### src/include/ets_pkg.sv
// constants and types shared by the exposure trigger strobe control block
package ets_pkg;
  localparam int          AXI_AW          = 4;
  localparam logic [3:0]  ADDR_CONFIG     = 4'h0;
  localparam logic [3:0]  ADDR_SHUTTER    = 4'h4;
  localparam logic [3:0]  ADDR_STATUS     = 4'h8;
  // config register fields
  localparam int          CFG_ASYNC_BIT   = 0;
  localparam int          CFG_PWC_BIT     = 1;
  localparam int          CFG_LINK_INV    = 2;
  localparam int          CFG_SEL_LO_BIT  = 5;
  localparam int          CFG_SEL_HI_BIT  = 6;
  localparam logic [31:0] CFG_RESET       = 32'h0000_0000;
  // shutter register fields
  localparam int          SHUT_SEL_LSB    = 0;
  localparam int          SHUT_PRE_LSB    = 8;
  localparam logic [3:0]  SHUT_SEL_RESET  = 4'h0;
  localparam logic [15:0] PRESET_RESET    = 16'h0001;
  localparam logic [3:0]  SHUT_NONE       = 4'h0;
  localparam logic [3:0]  SHUT_PWC_POS    = 4'h9;
  // status register fields
  localparam int          STAT_BUSY_BIT   = 0;
  localparam int          STAT_EXP_BIT    = 1;
  localparam int          STAT_MEAS_LSB   = 16;
  // exposure line counts
  localparam logic [15:0] LINES_ONE       = 16'h0001;
  localparam logic [15:0] LINES_ZERO      = 16'h0000;
  localparam logic [1:0]  RESP_OKAY       = 2'h0;
  localparam logic [1:0]  RESP_SLVERR     = 2'h2;
  typedef enum logic [2:0] {
    ST_IDLE,
    ST_ARM,
    ST_PWC_EXP,
    ST_PRE_EXP,
    ST_WAIT_RD
  } ets_state_t;
endpackage : ets_pkg

### src/hdl/ets_trig_cond.sv
// trigger polarity, combining and edge detection, plus line sync edge
`timescale 1ns/1ps
module ets_trig_cond (
  // clock and reset
  input  wire logic CORE_CLK,
  input  wire logic RESET_N,
  // raw inputs
  input  wire logic conn_trig_n,
  input  wire logic link_trig,
  input  wire logic link_inv,
  input  wire logic line_sync_n,
  // conditioned outputs
  output logic      trig_active,
  output logic      trig_lead,
  output logic      trig_trail,
  output logic      line_tick
);
  import ets_pkg::*;

  typedef struct packed {
    logic trig;
    logic line;
  } ets_tc_t;

  ets_tc_t s_r;
  ets_tc_t s_nxt;
  logic    link_active;

  // connector side is always active low; only the link side may invert
  assign link_active = link_inv ? link_trig : ~link_trig;
  assign trig_active = ~conn_trig_n | link_active;
  assign trig_lead   = trig_active & ~s_r.trig;
  assign trig_trail  = ~trig_active & s_r.trig;
  // trailing edge of the active-low line sync pulse
  assign line_tick   = line_sync_n & ~s_r.line;

  always_comb begin
    s_nxt      = s_r;
    s_nxt.trig = trig_active;
    s_nxt.line = line_sync_n;
  end

  always_ff @(posedge CORE_CLK or negedge RESET_N) begin
    if (!RESET_N) begin
      s_r <= '{trig: 1'b0, line: 1'b1};
    end else begin
      s_r <= s_nxt;
    end
  end
endmodule : ets_trig_cond

### src/hdl/ets_ctrl.sv
// exposure trigger and strobe control with an AXI4-Lite register slave
//
// Our own choices: the register addresses and the AXI4-Lite register port.
`timescale 1ns/1ps
module ets_ctrl (
  // clock and reset
  input  wire logic                   CORE_CLK,
  input  wire logic                   RESET_N,
  // axi4-lite write address and data
  input  wire logic [ets_pkg::AXI_AW-1:0] S_AXI_AWADDR,
  input  wire logic                   S_AXI_AWVALID,
  output logic                        S_AXI_AWREADY,
  input  wire logic [31:0]            S_AXI_WDATA,
  input  wire logic [3:0]             S_AXI_WSTRB,
  input  wire logic                   S_AXI_WVALID,
  output logic                        S_AXI_WREADY,
  // axi4-lite write response
  output logic [1:0]                  S_AXI_BRESP,
  output logic                        S_AXI_BVALID,
  input  wire logic                   S_AXI_BREADY,
  // axi4-lite read
  input  wire logic [ets_pkg::AXI_AW-1:0] S_AXI_ARADDR,
  input  wire logic                   S_AXI_ARVALID,
  output logic                        S_AXI_ARREADY,
  output logic [31:0]                 S_AXI_RDATA,
  output logic [1:0]                  S_AXI_RRESP,
  output logic                        S_AXI_RVALID,
  input  wire logic                   S_AXI_RREADY,
  // trigger inputs
  input  wire logic                   CONNECTOR_TRIGGER_IN_N,
  input  wire logic                   LINK_TRIGGER_IN,
  // sensor timing
  input  wire logic                   INTERNAL_LINE_SYNC_N,
  input  wire logic                   FRAME_START,
  input  wire logic                   READOUT_DONE,
  // sensor control and strobe terminal
  output logic                        EXPOSURE_GATE,
  output logic                        READOUT_START,
  output logic                        STROBE_TIMING_OUT
);
  import ets_pkg::*;

  typedef struct packed {
    ets_state_t  st;
    logic [15:0] cnt;
    logic [15:0] remain;
    logic [15:0] meas;
    logic        exp;
    logic        rd_start;
    logic        strobe;
    logic [31:0] cfg;
    logic [3:0]  shut_sel;
    logic [15:0] preset;
    logic        aw_got;
    logic        w_got;
    logic [3:0]  awaddr;
    logic [31:0] wdata;
    logic [3:0]  wstrb;
    logic        bvalid;
    logic [1:0]  bresp;
    logic        rvalid;
    logic [31:0] rdata;
    logic [1:0]  rresp;
  } ets_ctrl_t;

  ets_ctrl_t   s_r;
  ets_ctrl_t   s_nxt;
  logic        trig_active;
  logic        trig_lead;
  logic        trig_trail;
  logic        line_tick;
  logic        async_en;
  logic        pwc_mode;
  logic        no_shutter;
  logic        busy;
  logic [31:0] wmask;
  logic [31:0] shut_word;
  logic [31:0] stat_word;
  logic [31:0] shut_merge;

  ets_trig_cond u_trig (
    .CORE_CLK    (CORE_CLK),
    .RESET_N     (RESET_N),
    .conn_trig_n (CONNECTOR_TRIGGER_IN_N),
    .link_trig   (LINK_TRIGGER_IN),
    .link_inv    (s_r.cfg[CFG_LINK_INV]),
    .line_sync_n (INTERNAL_LINE_SYNC_N),
    .trig_active (trig_active),
    .trig_lead   (trig_lead),
    .trig_trail  (trig_trail),
    .line_tick   (line_tick)
  );

  // byte lane mask from the write strobes
  genvar gl;
  generate
    for (gl = 0; gl < 4; gl++) begin : g_lane
      assign wmask[gl*8 +: 8] = {8{s_r.wstrb[gl]}};
    end
  endgenerate

  assign async_en   = s_r.cfg[CFG_ASYNC_BIT];
  assign no_shutter = (s_r.shut_sel == SHUT_NONE);
  assign pwc_mode   = s_r.cfg[CFG_PWC_BIT]
                      && (s_r.shut_sel == SHUT_PWC_POS);
  // busy only has meaning for triggered frames
  assign busy       = async_en && (s_r.st != ST_IDLE);
  assign shut_word  = {8'h00, s_r.preset, 4'h0, s_r.shut_sel};
  assign stat_word  = {s_r.meas, 14'h0000, s_r.exp, busy};
  assign shut_merge = (shut_word & ~wmask) | (s_r.wdata & wmask);

  assign S_AXI_AWREADY     = !s_r.aw_got && !s_r.bvalid;
  assign S_AXI_WREADY      = !s_r.w_got && !s_r.bvalid;
  assign S_AXI_ARREADY     = !s_r.rvalid;
  assign S_AXI_BVALID      = s_r.bvalid;
  assign S_AXI_BRESP       = s_r.bresp;
  assign S_AXI_RVALID      = s_r.rvalid;
  assign S_AXI_RDATA       = s_r.rdata;
  assign S_AXI_RRESP       = s_r.rresp;
  assign EXPOSURE_GATE     = s_r.exp;
  assign READOUT_START     = s_r.rd_start;
  assign STROBE_TIMING_OUT = s_r.strobe;

  always_comb begin
    s_nxt          = s_r;
    s_nxt.rd_start = 1'b0;

    // write channel: address and data taken in either order
    if (S_AXI_AWVALID && S_AXI_AWREADY) begin
      s_nxt.aw_got = 1'b1;
      s_nxt.awaddr = S_AXI_AWADDR;
    end
    if (S_AXI_WVALID && S_AXI_WREADY) begin
      s_nxt.w_got = 1'b1;
      s_nxt.wdata = S_AXI_WDATA;
      s_nxt.wstrb = S_AXI_WSTRB;
    end
    if (s_r.aw_got && s_r.w_got && !s_r.bvalid) begin
      s_nxt.aw_got = 1'b0;
      s_nxt.w_got  = 1'b0;
      s_nxt.bvalid = 1'b1;
      s_nxt.bresp  = RESP_OKAY;
      if (s_r.awaddr == ADDR_CONFIG) begin
        s_nxt.cfg = (s_r.cfg & ~wmask) | (s_r.wdata & wmask);
      end else if (s_r.awaddr == ADDR_SHUTTER) begin
        s_nxt.shut_sel = shut_merge[SHUT_SEL_LSB +: 4];
        s_nxt.preset   = shut_merge[SHUT_PRE_LSB +: 16];
      end else if (s_r.awaddr == ADDR_STATUS) begin
        s_nxt.bresp = RESP_OKAY;
      end else begin
        s_nxt.bresp = RESP_SLVERR;
      end
    end
    if (s_r.bvalid && S_AXI_BREADY) begin
      s_nxt.bvalid = 1'b0;
    end

    // read channel: answer one cycle after the address is taken
    if (S_AXI_ARVALID && S_AXI_ARREADY) begin
      s_nxt.rvalid = 1'b1;
      s_nxt.rresp  = RESP_OKAY;
      if (S_AXI_ARADDR == ADDR_CONFIG) begin
        s_nxt.rdata = s_r.cfg;
      end else if (S_AXI_ARADDR == ADDR_SHUTTER) begin
        s_nxt.rdata = shut_word;
      end else if (S_AXI_ARADDR == ADDR_STATUS) begin
        s_nxt.rdata = stat_word;
      end else begin
        s_nxt.rdata = 32'h0000_0000;
        s_nxt.rresp = RESP_SLVERR;
      end
    end else if (s_r.rvalid && S_AXI_RREADY) begin
      s_nxt.rvalid = 1'b0;
    end

    // exposure sequencing
    case (s_r.st)
      ST_IDLE: begin
        s_nxt.exp = 1'b0;
        if (no_shutter) begin
          // continuous image output, sensor always integrating
          s_nxt.exp = 1'b1;
        end else if (async_en && pwc_mode && trig_lead) begin
          s_nxt.st  = ST_ARM;
          s_nxt.cnt = LINES_ZERO;
        end else if (async_en && !pwc_mode && trig_trail) begin
          s_nxt.st     = ST_PRE_EXP;
          s_nxt.exp    = 1'b1;
          s_nxt.remain = s_r.preset;
        end else if (!async_en && FRAME_START) begin
          s_nxt.st     = ST_PRE_EXP;
          s_nxt.exp    = 1'b1;
          s_nxt.remain = s_r.preset;
        end
      end
      ST_ARM: begin
        // wait for the first line sample; a pulse under one line still
        // exposes one line so that n never drops below one
        if (line_tick) begin
          s_nxt.st  = ST_PWC_EXP;
          s_nxt.exp = 1'b1;
          s_nxt.cnt = LINES_ONE;
        end
      end
      ST_PWC_EXP: begin
        if (line_tick) begin
          if (trig_active) begin
            s_nxt.cnt = s_r.cnt + LINES_ONE;
          end else begin
            // close on the first sample that sees the trigger released
            s_nxt.st       = ST_WAIT_RD;
            s_nxt.exp      = 1'b0;
            s_nxt.meas     = s_r.cnt;
            s_nxt.rd_start = 1'b1;
          end
        end
      end
      ST_PRE_EXP: begin
        // trigger level is not looked at here
        if (line_tick) begin
          if (s_r.remain <= LINES_ONE) begin
            s_nxt.st       = ST_WAIT_RD;
            s_nxt.exp      = 1'b0;
            s_nxt.remain   = LINES_ZERO;
            s_nxt.rd_start = 1'b1;
          end else begin
            s_nxt.remain = s_r.remain - LINES_ONE;
          end
        end
      end
      ST_WAIT_RD: begin
        // new triggers are dropped until the frame has been read out
        if (READOUT_DONE) begin
          s_nxt.st = ST_IDLE;
        end
      end
      default: begin
        s_nxt.st  = ST_IDLE;
        s_nxt.exp = 1'b0;
      end
    endcase

    // shared output terminal, registered so it is glitch free
    if (s_r.cfg[CFG_SEL_HI_BIT] == 1'b0 && s_r.cfg[CFG_SEL_LO_BIT]) begin
      s_nxt.strobe = s_nxt.exp;
    end else if (s_r.cfg[CFG_SEL_HI_BIT] && !s_r.cfg[CFG_SEL_LO_BIT]) begin
      s_nxt.strobe = async_en && (s_nxt.st != ST_IDLE);
    end else begin
      s_nxt.strobe = 1'b1;
    end
  end

  always_ff @(posedge CORE_CLK or negedge RESET_N) begin
    if (!RESET_N) begin
      s_r          <= '0;
      s_r.st       <= ST_IDLE;
      s_r.cfg      <= CFG_RESET;
      s_r.shut_sel <= SHUT_SEL_RESET;
      s_r.preset   <= PRESET_RESET;
      s_r.strobe   <= 1'b1;
    end else begin
      s_r <= s_nxt;
    end
  end
endmodule : ets_ctrl

### config.mk
export PLATFORM = sky130hd
export DESIGN_NAME = ets_ctrl
export DESIGN_NICKNAME = d
export VERILOG_FILES = /design/src/include/ets_pkg.sv /design/src/hdl/ets_trig_cond.sv /design/src/hdl/ets_ctrl.sv
export SDC_FILE = /design/constraint.sdc
export NUM_CORES = 1
export LEC_CHECK = 0
export ABC_CLOCK_PERIOD_IN_PS = 2700
export BUFFER_PORTS_ARGS = -buffer_cell sky130_fd_sc_hd__buf_2
export CAP_MARGIN = 10
export CORE_MARGIN = 8
export CORE_UTILIZATION = 59
export CTS_CLUSTER_DIAMETER = 50
export CTS_CLUSTER_SIZE = 24
export DETAILED_ROUTE_END_ITERATION = 10
export PLACE_DENSITY_LB_ADDON = 0.05
export SYNTH_ARGS = -nofsm -noshare
export SYNTH_HDL_FRONTEND = slang
export SYNTH_HIERARCHICAL = 1
export SYNTH_SLANG_ARGS = --single-unit
### constraint.sdc
create_clock -name CORE_CLK -period 2.7 [get_ports CORE_CLK]
set_input_delay 0.405 -clock CORE_CLK [delete_from_list [all_inputs] [get_ports CORE_CLK]]
set_output_delay 0.405 -clock CORE_CLK [all_outputs]
set_load 0.005 [all_outputs]
Word level (Yosys, flattened, before mapping)
Cells that the tools add are included.
{"block": "op_classes", "add_sub_neg": 2, "magnitude_cmp": 1, "n_eq_ne": 17, "n_mux": 50, "bitwise": 17, "reduce_logical": 43}
{"op": "two-way mux 16 bit", "n": 7}
{"op": "two-way mux 32 bit", "n": 3}
{"op": "AND 32 bit", "n": 2}
{"op": "case mux 16 bit (3 select lines)", "n": 1}
{"op": "two-way mux 19 bit", "n": 2}
{"op": "two-way mux 35 bit", "n": 1}
{"op": "inverter 32 bit", "n": 1}
{"op": "bitwise OR 32 bit", "n": 1}
{"op": "case mux 16 bit (2 select lines)", "n": 1}
{"op": "AND 24 bit", "n": 1}
{"op": "two-way mux 3 bit", "n": 8}
{"op": "bitwise OR 24 bit", "n": 1}
{"op": "two-way mux 2 bit", "n": 11}
{"op": "logical AND 1 bit", "n": 19}
{"op": "adder 16 x 1 -> 16 bit (second input constant)", "n": 1}
{"op": "less-or-equal comparator 16 x 1 -> 1 bit (second input constant)", "n": 1}
{"op": "subtractor 16 x 1 -> 16 bit (second input constant)", "n": 1}
{"op": "case mux 3 bit (5 select lines)", "n": 1}
{"op": "two-way mux 1 bit", "n": 13}
{"op": "equality test 4 bit (second input constant)", "n": 3}
{"op": "zero test 4 bit", "n": 3}
{"op": "inequality test 2 bit (second input constant)", "n": 6}
{"op": "nonzero test 2 bit", "n": 5}
{"op": "nonzero test 3 bit", "n": 3}
{"op": "17 further kinds", "n": 34}
{"block": "totals", "reg_bits": 188, "in_bits": 56, "output_inout_bits": 44, "wordCells": 152}

Depth between registers and ports, before layout
{"block": "logic_depth", "ltp_word": 14, "mapped_depth": 8, "ltp_nobuf": 7}

By module
Netlist, hierarchy kept.
{"module": "ets_ctrl", "n_inst": 1, "cells_per_inst": 761, "area_per_inst_um2": 8594.5, "seq_area_each_um2": 4606.9}
{"module": "ets_trig_cond", "n_inst": 1, "cells_per_inst": 7, "area_per_inst_um2": 81.3, "seq_area_each_um2": 51.3}

Least setup slack after synthesis
OpenSTA, ideal clock, no wires.
{"block": "synth_timing", "path_type": "input-to-reg", "startpoint": "input port INTERNAL_LINE_SYNC_N", "endpoint": "register s_r[141] (netlist bit)", "setup_ps": 125, "t_arrival_ps": 1826, "path_slack_ps": 749, "path_stages": 5, "cell_sequence": "nor2b_1 -> nand3_1 -> nor2_2 -> buf_4 -> mux2_2"}
{"block": "synth_via", "elab_chain_len": 2}
{"item": "start: declaration", "line_no": "ets_ctrl.sv:33", "rtl": "input wire logic INTERNAL_LINE_SYNC_N,"}
{"item": "AND 1 bit", "line_no": "ets_trig_cond.sv:35", "rtl": "assign line_tick = line_sync_n & ~s_r.line;"}
{"item": "AND reduction 3 bit (no source line)"}
{"item": "end signal: assignment", "line_no": "ets_ctrl.sv:262", "rtl": "s_r <= s_nxt;"}
{"item": "end: declaration", "line_no": "ets_ctrl.sv:66", "rtl": "ets_ctrl_t s_r;"}
No other way between the ends.
A chain may end at the register's enable or synchronous reset.

Final worst setup path
{"block": "layout_timing", "startpoint": "register u_trig/s_r[0] (netlist bit)", "endpoint": "register s_r[172] (netlist bit)"}
{"block": "layout_via", "elab_chain_len": 4, "elab_cells_between_ends": 5}
{"item": "start: declaration", "line_no": "ets_trig_cond.sv:25", "rtl": "ets_tc_t s_r;"}
{"item": "start signal: assignment", "line_no": "ets_trig_cond.sv:45", "rtl": "s_r <= '{trig: 1'b0, line: 1'b1};"}
{"item": "start signal: assignment", "line_no": "ets_trig_cond.sv:47", "rtl": "s_r <= s_nxt;"}
{"item": "inverter 1 bit *", "line_no": "ets_trig_cond.sv:35"}
{"item": "AND 1 bit *", "line_no": "ets_trig_cond.sv:35"}
{"item": "via line_tick", "line_no": "ets_ctrl.sv:71", "rtl": "logic line_tick;"}
{"item": "inequality test 2 bit (no source line)"}
{"item": "AND reduction 6 bit (no source line) *"}
Mark *: on every way through the listed nets, which the timed path passes. The rest lies on a longest branch.

==> impl_metrics.sql <==
INSERT INTO impl_metrics (metric_group, metric, value, unit) VALUES
('status', 'status', 'finished, final reports clean', ''),
('sta', 'fin_crit_sh', '82.3', '%'),
('clock_tree', 'cts.sinks', '186', ''),
('final_layout', 'antenna_cells_inserted', '0', ''),
('clock_tree', 'cts-root-to-sink-buffers', '2', ''),
('pwr', 'pwr_density_cell', '997', 'nW/µm²'),
('yosys', 'synthArstFlopShare', '100', '%'),
('clock_tree', 'clk_transition_reported_paths', '0.07', 'ns'),
('clock_tree', 'clock_tree.root_cell', 'sky130_fd_sc_hd__clkbuf_16', ''),
('sta', 'finalSetupTns', '0', 'ns'),
('worst_setup_path', 'worst-path-max-fanout', '18', ''),
('yosys', 'mux_contribution_to_synthesized_area', '15.1', '%'),
('final_layout', 'regArea', '4660', 'µm²'),
('sta', 'final.hold.worst_slack', '0.0789', 'ns'),
('yosys', 'compound_cell_area_share_of_the_yosys_netlist', '12.8', '%'),
('final_layout', 'final_nets', '890', ''),
('yosys', 'synth_seq_cells', '186', ''),
('yosys', 'yosys.area.top_type_share', '52.8', '%'),
('final_layout', 'area_growth_syn_to_layout', '11.9', '%'),
('die', 'io_pins', '100', ''),
('pwr', 'seqPwrFrac', '44.8', '%'),
('clock_tree', 'cts.repair_timing.setup_buffer_count', '0', ''),
('pwr', 'internal_power', '6.26', 'mW'),
('yosys', 'synth_xor_xnor_area_share', '0.101', '%'),
('clock_tree', 'tritoncts.num_buffers', '17', ''),
('worst_hold_path', 'hp-class', 'input pin to flop', ''),
('pwr', 'swShare', '35.3', '%'),
('yosys', 'netlist_top_cells_area', 'sky130_fd_sc_hd__dfrtp_1 (53%), sky130_fd_sc_hd__mux2_2 (13%), sky130_fd_sc_hd__o21ai_0 (5.0%), sky130_fd_sc_hd__buf_4 (3.3%), sky130_fd_sc_hd__nand2_1 (3.2%)', ''),
('worst_setup_path', 'critical_path.endpoint_type', 'flop', ''),
('global_route', 'groute.usage.overall', '21.7', '%'),
('die', 'initial_core_util', '59.9', '%'),
('sta', 'finalSetupViolations', '0', ''),
('placement', 'numPortBuffers', '97', ''),
('yosys', 'netlist_area', '8680', 'µm²'),
('detailed_routing', 'drtAntennaViolNets', '0', ''),
('detailed_routing', 'drt_wl_total', '19300', 'µm'),
('yosys', 'dominant_combinational_cell_family_by_area_after_synthesis', 'multiplexers', ''),
('sta', 'relSlewSlack', '30.0', '%'),
('yosys', 'synth.avg_cell_area', '11.3', 'µm²'),
('sta', 'final_max_slew_viol_count', '0', ''),
('pwr', 'vdd_drop_max', '672', 'µV'),
('sta', 'max_freq', '450', 'MHz'),
('sta', 'grt_setup_unrepaired', 'no', ''),
('yosys', 'basic_gate_share_of_the_synthesized_area_counting_and_or_nand_and_nor_cells', '12.2', '%'),
('worst_setup_path', 'cp_launch_point', 'u_trig/s_r[0]', ''),
('clock_tree', 'cts_tree', 'yes', ''),
('clock_tree', 'cts.repair.resized', '0', ''),
('yosys', 'adder_cell_area_share_of_the_yosys_netlist', '0.433', '%'),
('worst_setup_path', 'worstSetupPathType', 'flop to flop', ''),
('pwr', 'clockPowerShare', '25.6', '%'),
('sta', 'fin_ws', '0.478', 'ns'),
('sta', 'finalHoldViolCount', '0', ''),
('die', 'core_area', '14500', 'µm²'),
('detailed_routing', 'dr.first_iter.drc_count', '417', ''),
('detailed_routing', 'via_count', '6077', ''),
('final_layout', 'area_used_by_multi_input_combinational_logic', '3540', 'µm²'),
('yosys', 'synth_cell_type_count', '69', ''),
('run', 'timing.max_cap.violations', '0', ''),
('die', 'number_of_placement_rows', '44', ''),
('clock_tree', 'cts-htree-levels', '4', ''),
('global_route', 'grt_overflow_total', '0', ''),
('global_route', 'grt_antenna_before_repair', '0', ''),
('pwr', 'power.switching', '3.42', 'mW'),
('detailed_routing', 'avgRoutedWirePerCell', '18.8', 'µm'),
('placement', 'pre_cts_ws', '0.384', 'ns'),
('clock_tree', 'clk_latency', '0.44', 'ns'),
('placement', 'gp_congestion', '0.868', ''),
('worst_hold_path', 'hp-start', 'INTERNAL_LINE_SYNC_N', ''),
('yosys', 'postSynth.topFlopCell', 'sky130_fd_sc_hd__dfrtp_1', ''),
('sta', 'worst_pin_slew', '1.05', 'ns'),
('final_layout', 'layout-drive-gt1-share', '32.7', '%');
## worst paths after layout
| check | end | slack [ns] | cells past startpoint |
|---|---|---|---|
| max | s_r[172] | 0.48 | 6 |
| min | u_trig/s_r[0] | 0.08 | 1 |
| max reg2reg | s_r[172] | 0.48 | 6 |
| min reg2reg | S_AXI_RDATA[14] | 0.48 | 2 |
| max in group asynchronous | s_r[76] | 1.50 | 3 |
| min in group asynchronous | s_r[180] | 0.45 | 2 |
## worst max-delay path, cell delays in order, from the launching register on
cell	delay, ns
sky130_fd_sc_hd__dfstp_2	0.36
sky130_fd_sc_hd__nor2b_1	0.45
sky130_fd_sc_hd__nand2b_1	0.18
sky130_fd_sc_hd__o21a_1	0.20
sky130_fd_sc_hd__a2111o_2	0.56
sky130_fd_sc_hd__o21ai_0	0.22
sky130_fd_sc_hd__o21ai_0	0.11
## timing repair
item,4_1_cts,5_1_grt
hold buffers,1,0
hold endpoints to repair,34,0
setup endpoints to repair,0,0
## cell usage after synthesis, types with 4 or more instances
master,count
sky130_fd_sc_hd__nand2_1,74
sky130_fd_sc_hd__nor4_1,6
sky130_fd_sc_hd__o21ai_0,87
sky130_fd_sc_hd__or3_1,4
sky130_fd_sc_hd__buf_2,15
sky130_fd_sc_hd__inv_1,18
sky130_fd_sc_hd__and2_1,5
sky130_fd_sc_hd__nand4_1,7
sky130_fd_sc_hd__buf_4,38
sky130_fd_sc_hd__mux2_2,104
sky130_fd_sc_hd__clkbuf_1,13
sky130_fd_sc_hd__mux2i_1,9
sky130_fd_sc_hd__nand2b_1,7
sky130_fd_sc_hd__nor2b_1,15
sky130_fd_sc_hd__o2bb2ai_1,8
sky130_fd_sc_hd__nand3_1,7
sky130_fd_sc_hd__a22oi_1,12
sky130_fd_sc_hd__nor3_1,13
sky130_fd_sc_hd__nor2_1,37
sky130_fd_sc_hd__dfrtp_1,183
sky130_fd_sc_hd__a21oi_1,7
sky130_fd_sc_hd__a32oi_1,9
sky130_fd_sc_hd__o31ai_1,10
sky130_fd_sc_hd__and3_1,4
sky130_fd_sc_hd__nand2_4,4
sky130_fd_sc_hd__a22o_1,5
sky130_fd_sc_hd__a31oi_1,6
## power by group through the flow
| stage | clock network (mW) | logic, mW | registers, mW |
|---|---|---|---|
| after global placement | 0 | 2.74 | 4.33 |
| final | 2.48 | 2.86 | 4.34 |
| after detailed placement | 0 | 2.85 | 4.38 |
| after global routing | 2.63 | 3.18 | 4.46 |
| after CTS | 2.51 | 2.87 | 4.33 |
| after floorplan | 0 | 2.35 | 4.09 |
## metal layers
metal	track usage, %	share of wire, %
met5	0	0
met4	5.79	0.96
met3	5.00	5.1
met2	34.6	47
met1	29.2	47
## cell type report
| type | instances | area share (%) |
|---|---|---|
| Sequential cell | 186 | 48.0 |
| Inverter | 18 | 0.696 |
| Multi-Input combinational cell | 497 | 36.5 |
| Clock inverter | 15 | 1.64 |
| Clock buffer | 17 | 4.38 |
| Timing Repair Buffer | 111 | 6.43 |
| Tap cell | 184 | 2.37 |
## stage by stage
stage | std cells | utilization [%] | cell area (µm²) | total power [mW]
final | 1028 | 67.0 | 9700 | 9.68
after global routing | 1028 | 67.0 | 9700 | 10.3
after CTS | 1028 | 67.0 | 9700 | 9.71
after floorplan | 769 | - | 8680 | 6.44
after global placement | 995 | 62.9 | 9110 | 7.06
after detailed placement | 995 | 62.9 | 9110 | 7.23
## cell usage in the layout (no fill, tap or decap), types with 7 or more instances in the layout
cell / netlist / final
sky130_fd_sc_hd__nand2b_1: 7 / 7
sky130_fd_sc_hd__a21oi_1: 7 / 7
sky130_fd_sc_hd__mux2i_1: 9 / 9
sky130_fd_sc_hd__nor3_1: 13 / 13
sky130_fd_sc_hd__o31ai_1: 10 / 10
sky130_fd_sc_hd__mux2_2: 104 / 104
sky130_fd_sc_hd__a22oi_1: 12 / 12
sky130_fd_sc_hd__o2bb2ai_1: 8 / 8
sky130_fd_sc_hd__nand2_1: 74 / 73
sky130_fd_sc_hd__inv_1: 18 / 18
sky130_fd_sc_hd__clkbuf_16: 0 / 17
sky130_fd_sc_hd__a32oi_1: 9 / 9
sky130_fd_sc_hd__nand4_1: 7 / 7
sky130_fd_sc_hd__dfrtp_1: 183 / 183
sky130_fd_sc_hd__o21ai_0: 87 / 87
sky130_fd_sc_hd__nor2b_1: 15 / 15
sky130_fd_sc_hd__nand3_1: 7 / 7
sky130_fd_sc_hd__buf_2: 15 / 96
sky130_fd_sc_hd__buf_4: 38 / 11
sky130_fd_sc_hd__nor2_1: 37 / 37
## logic make-up after synthesis
group | count (synthesis)
other | 1
xor gates and xnor gates | 1
AOI/OAI and AO/OA | 173
DFF | 186
buffers and inverters | 86
adders and majority gates | 3
muxes | 116
and+or+nand+nor | 202
Note: power is estimated with default switching activity, not from simulation.
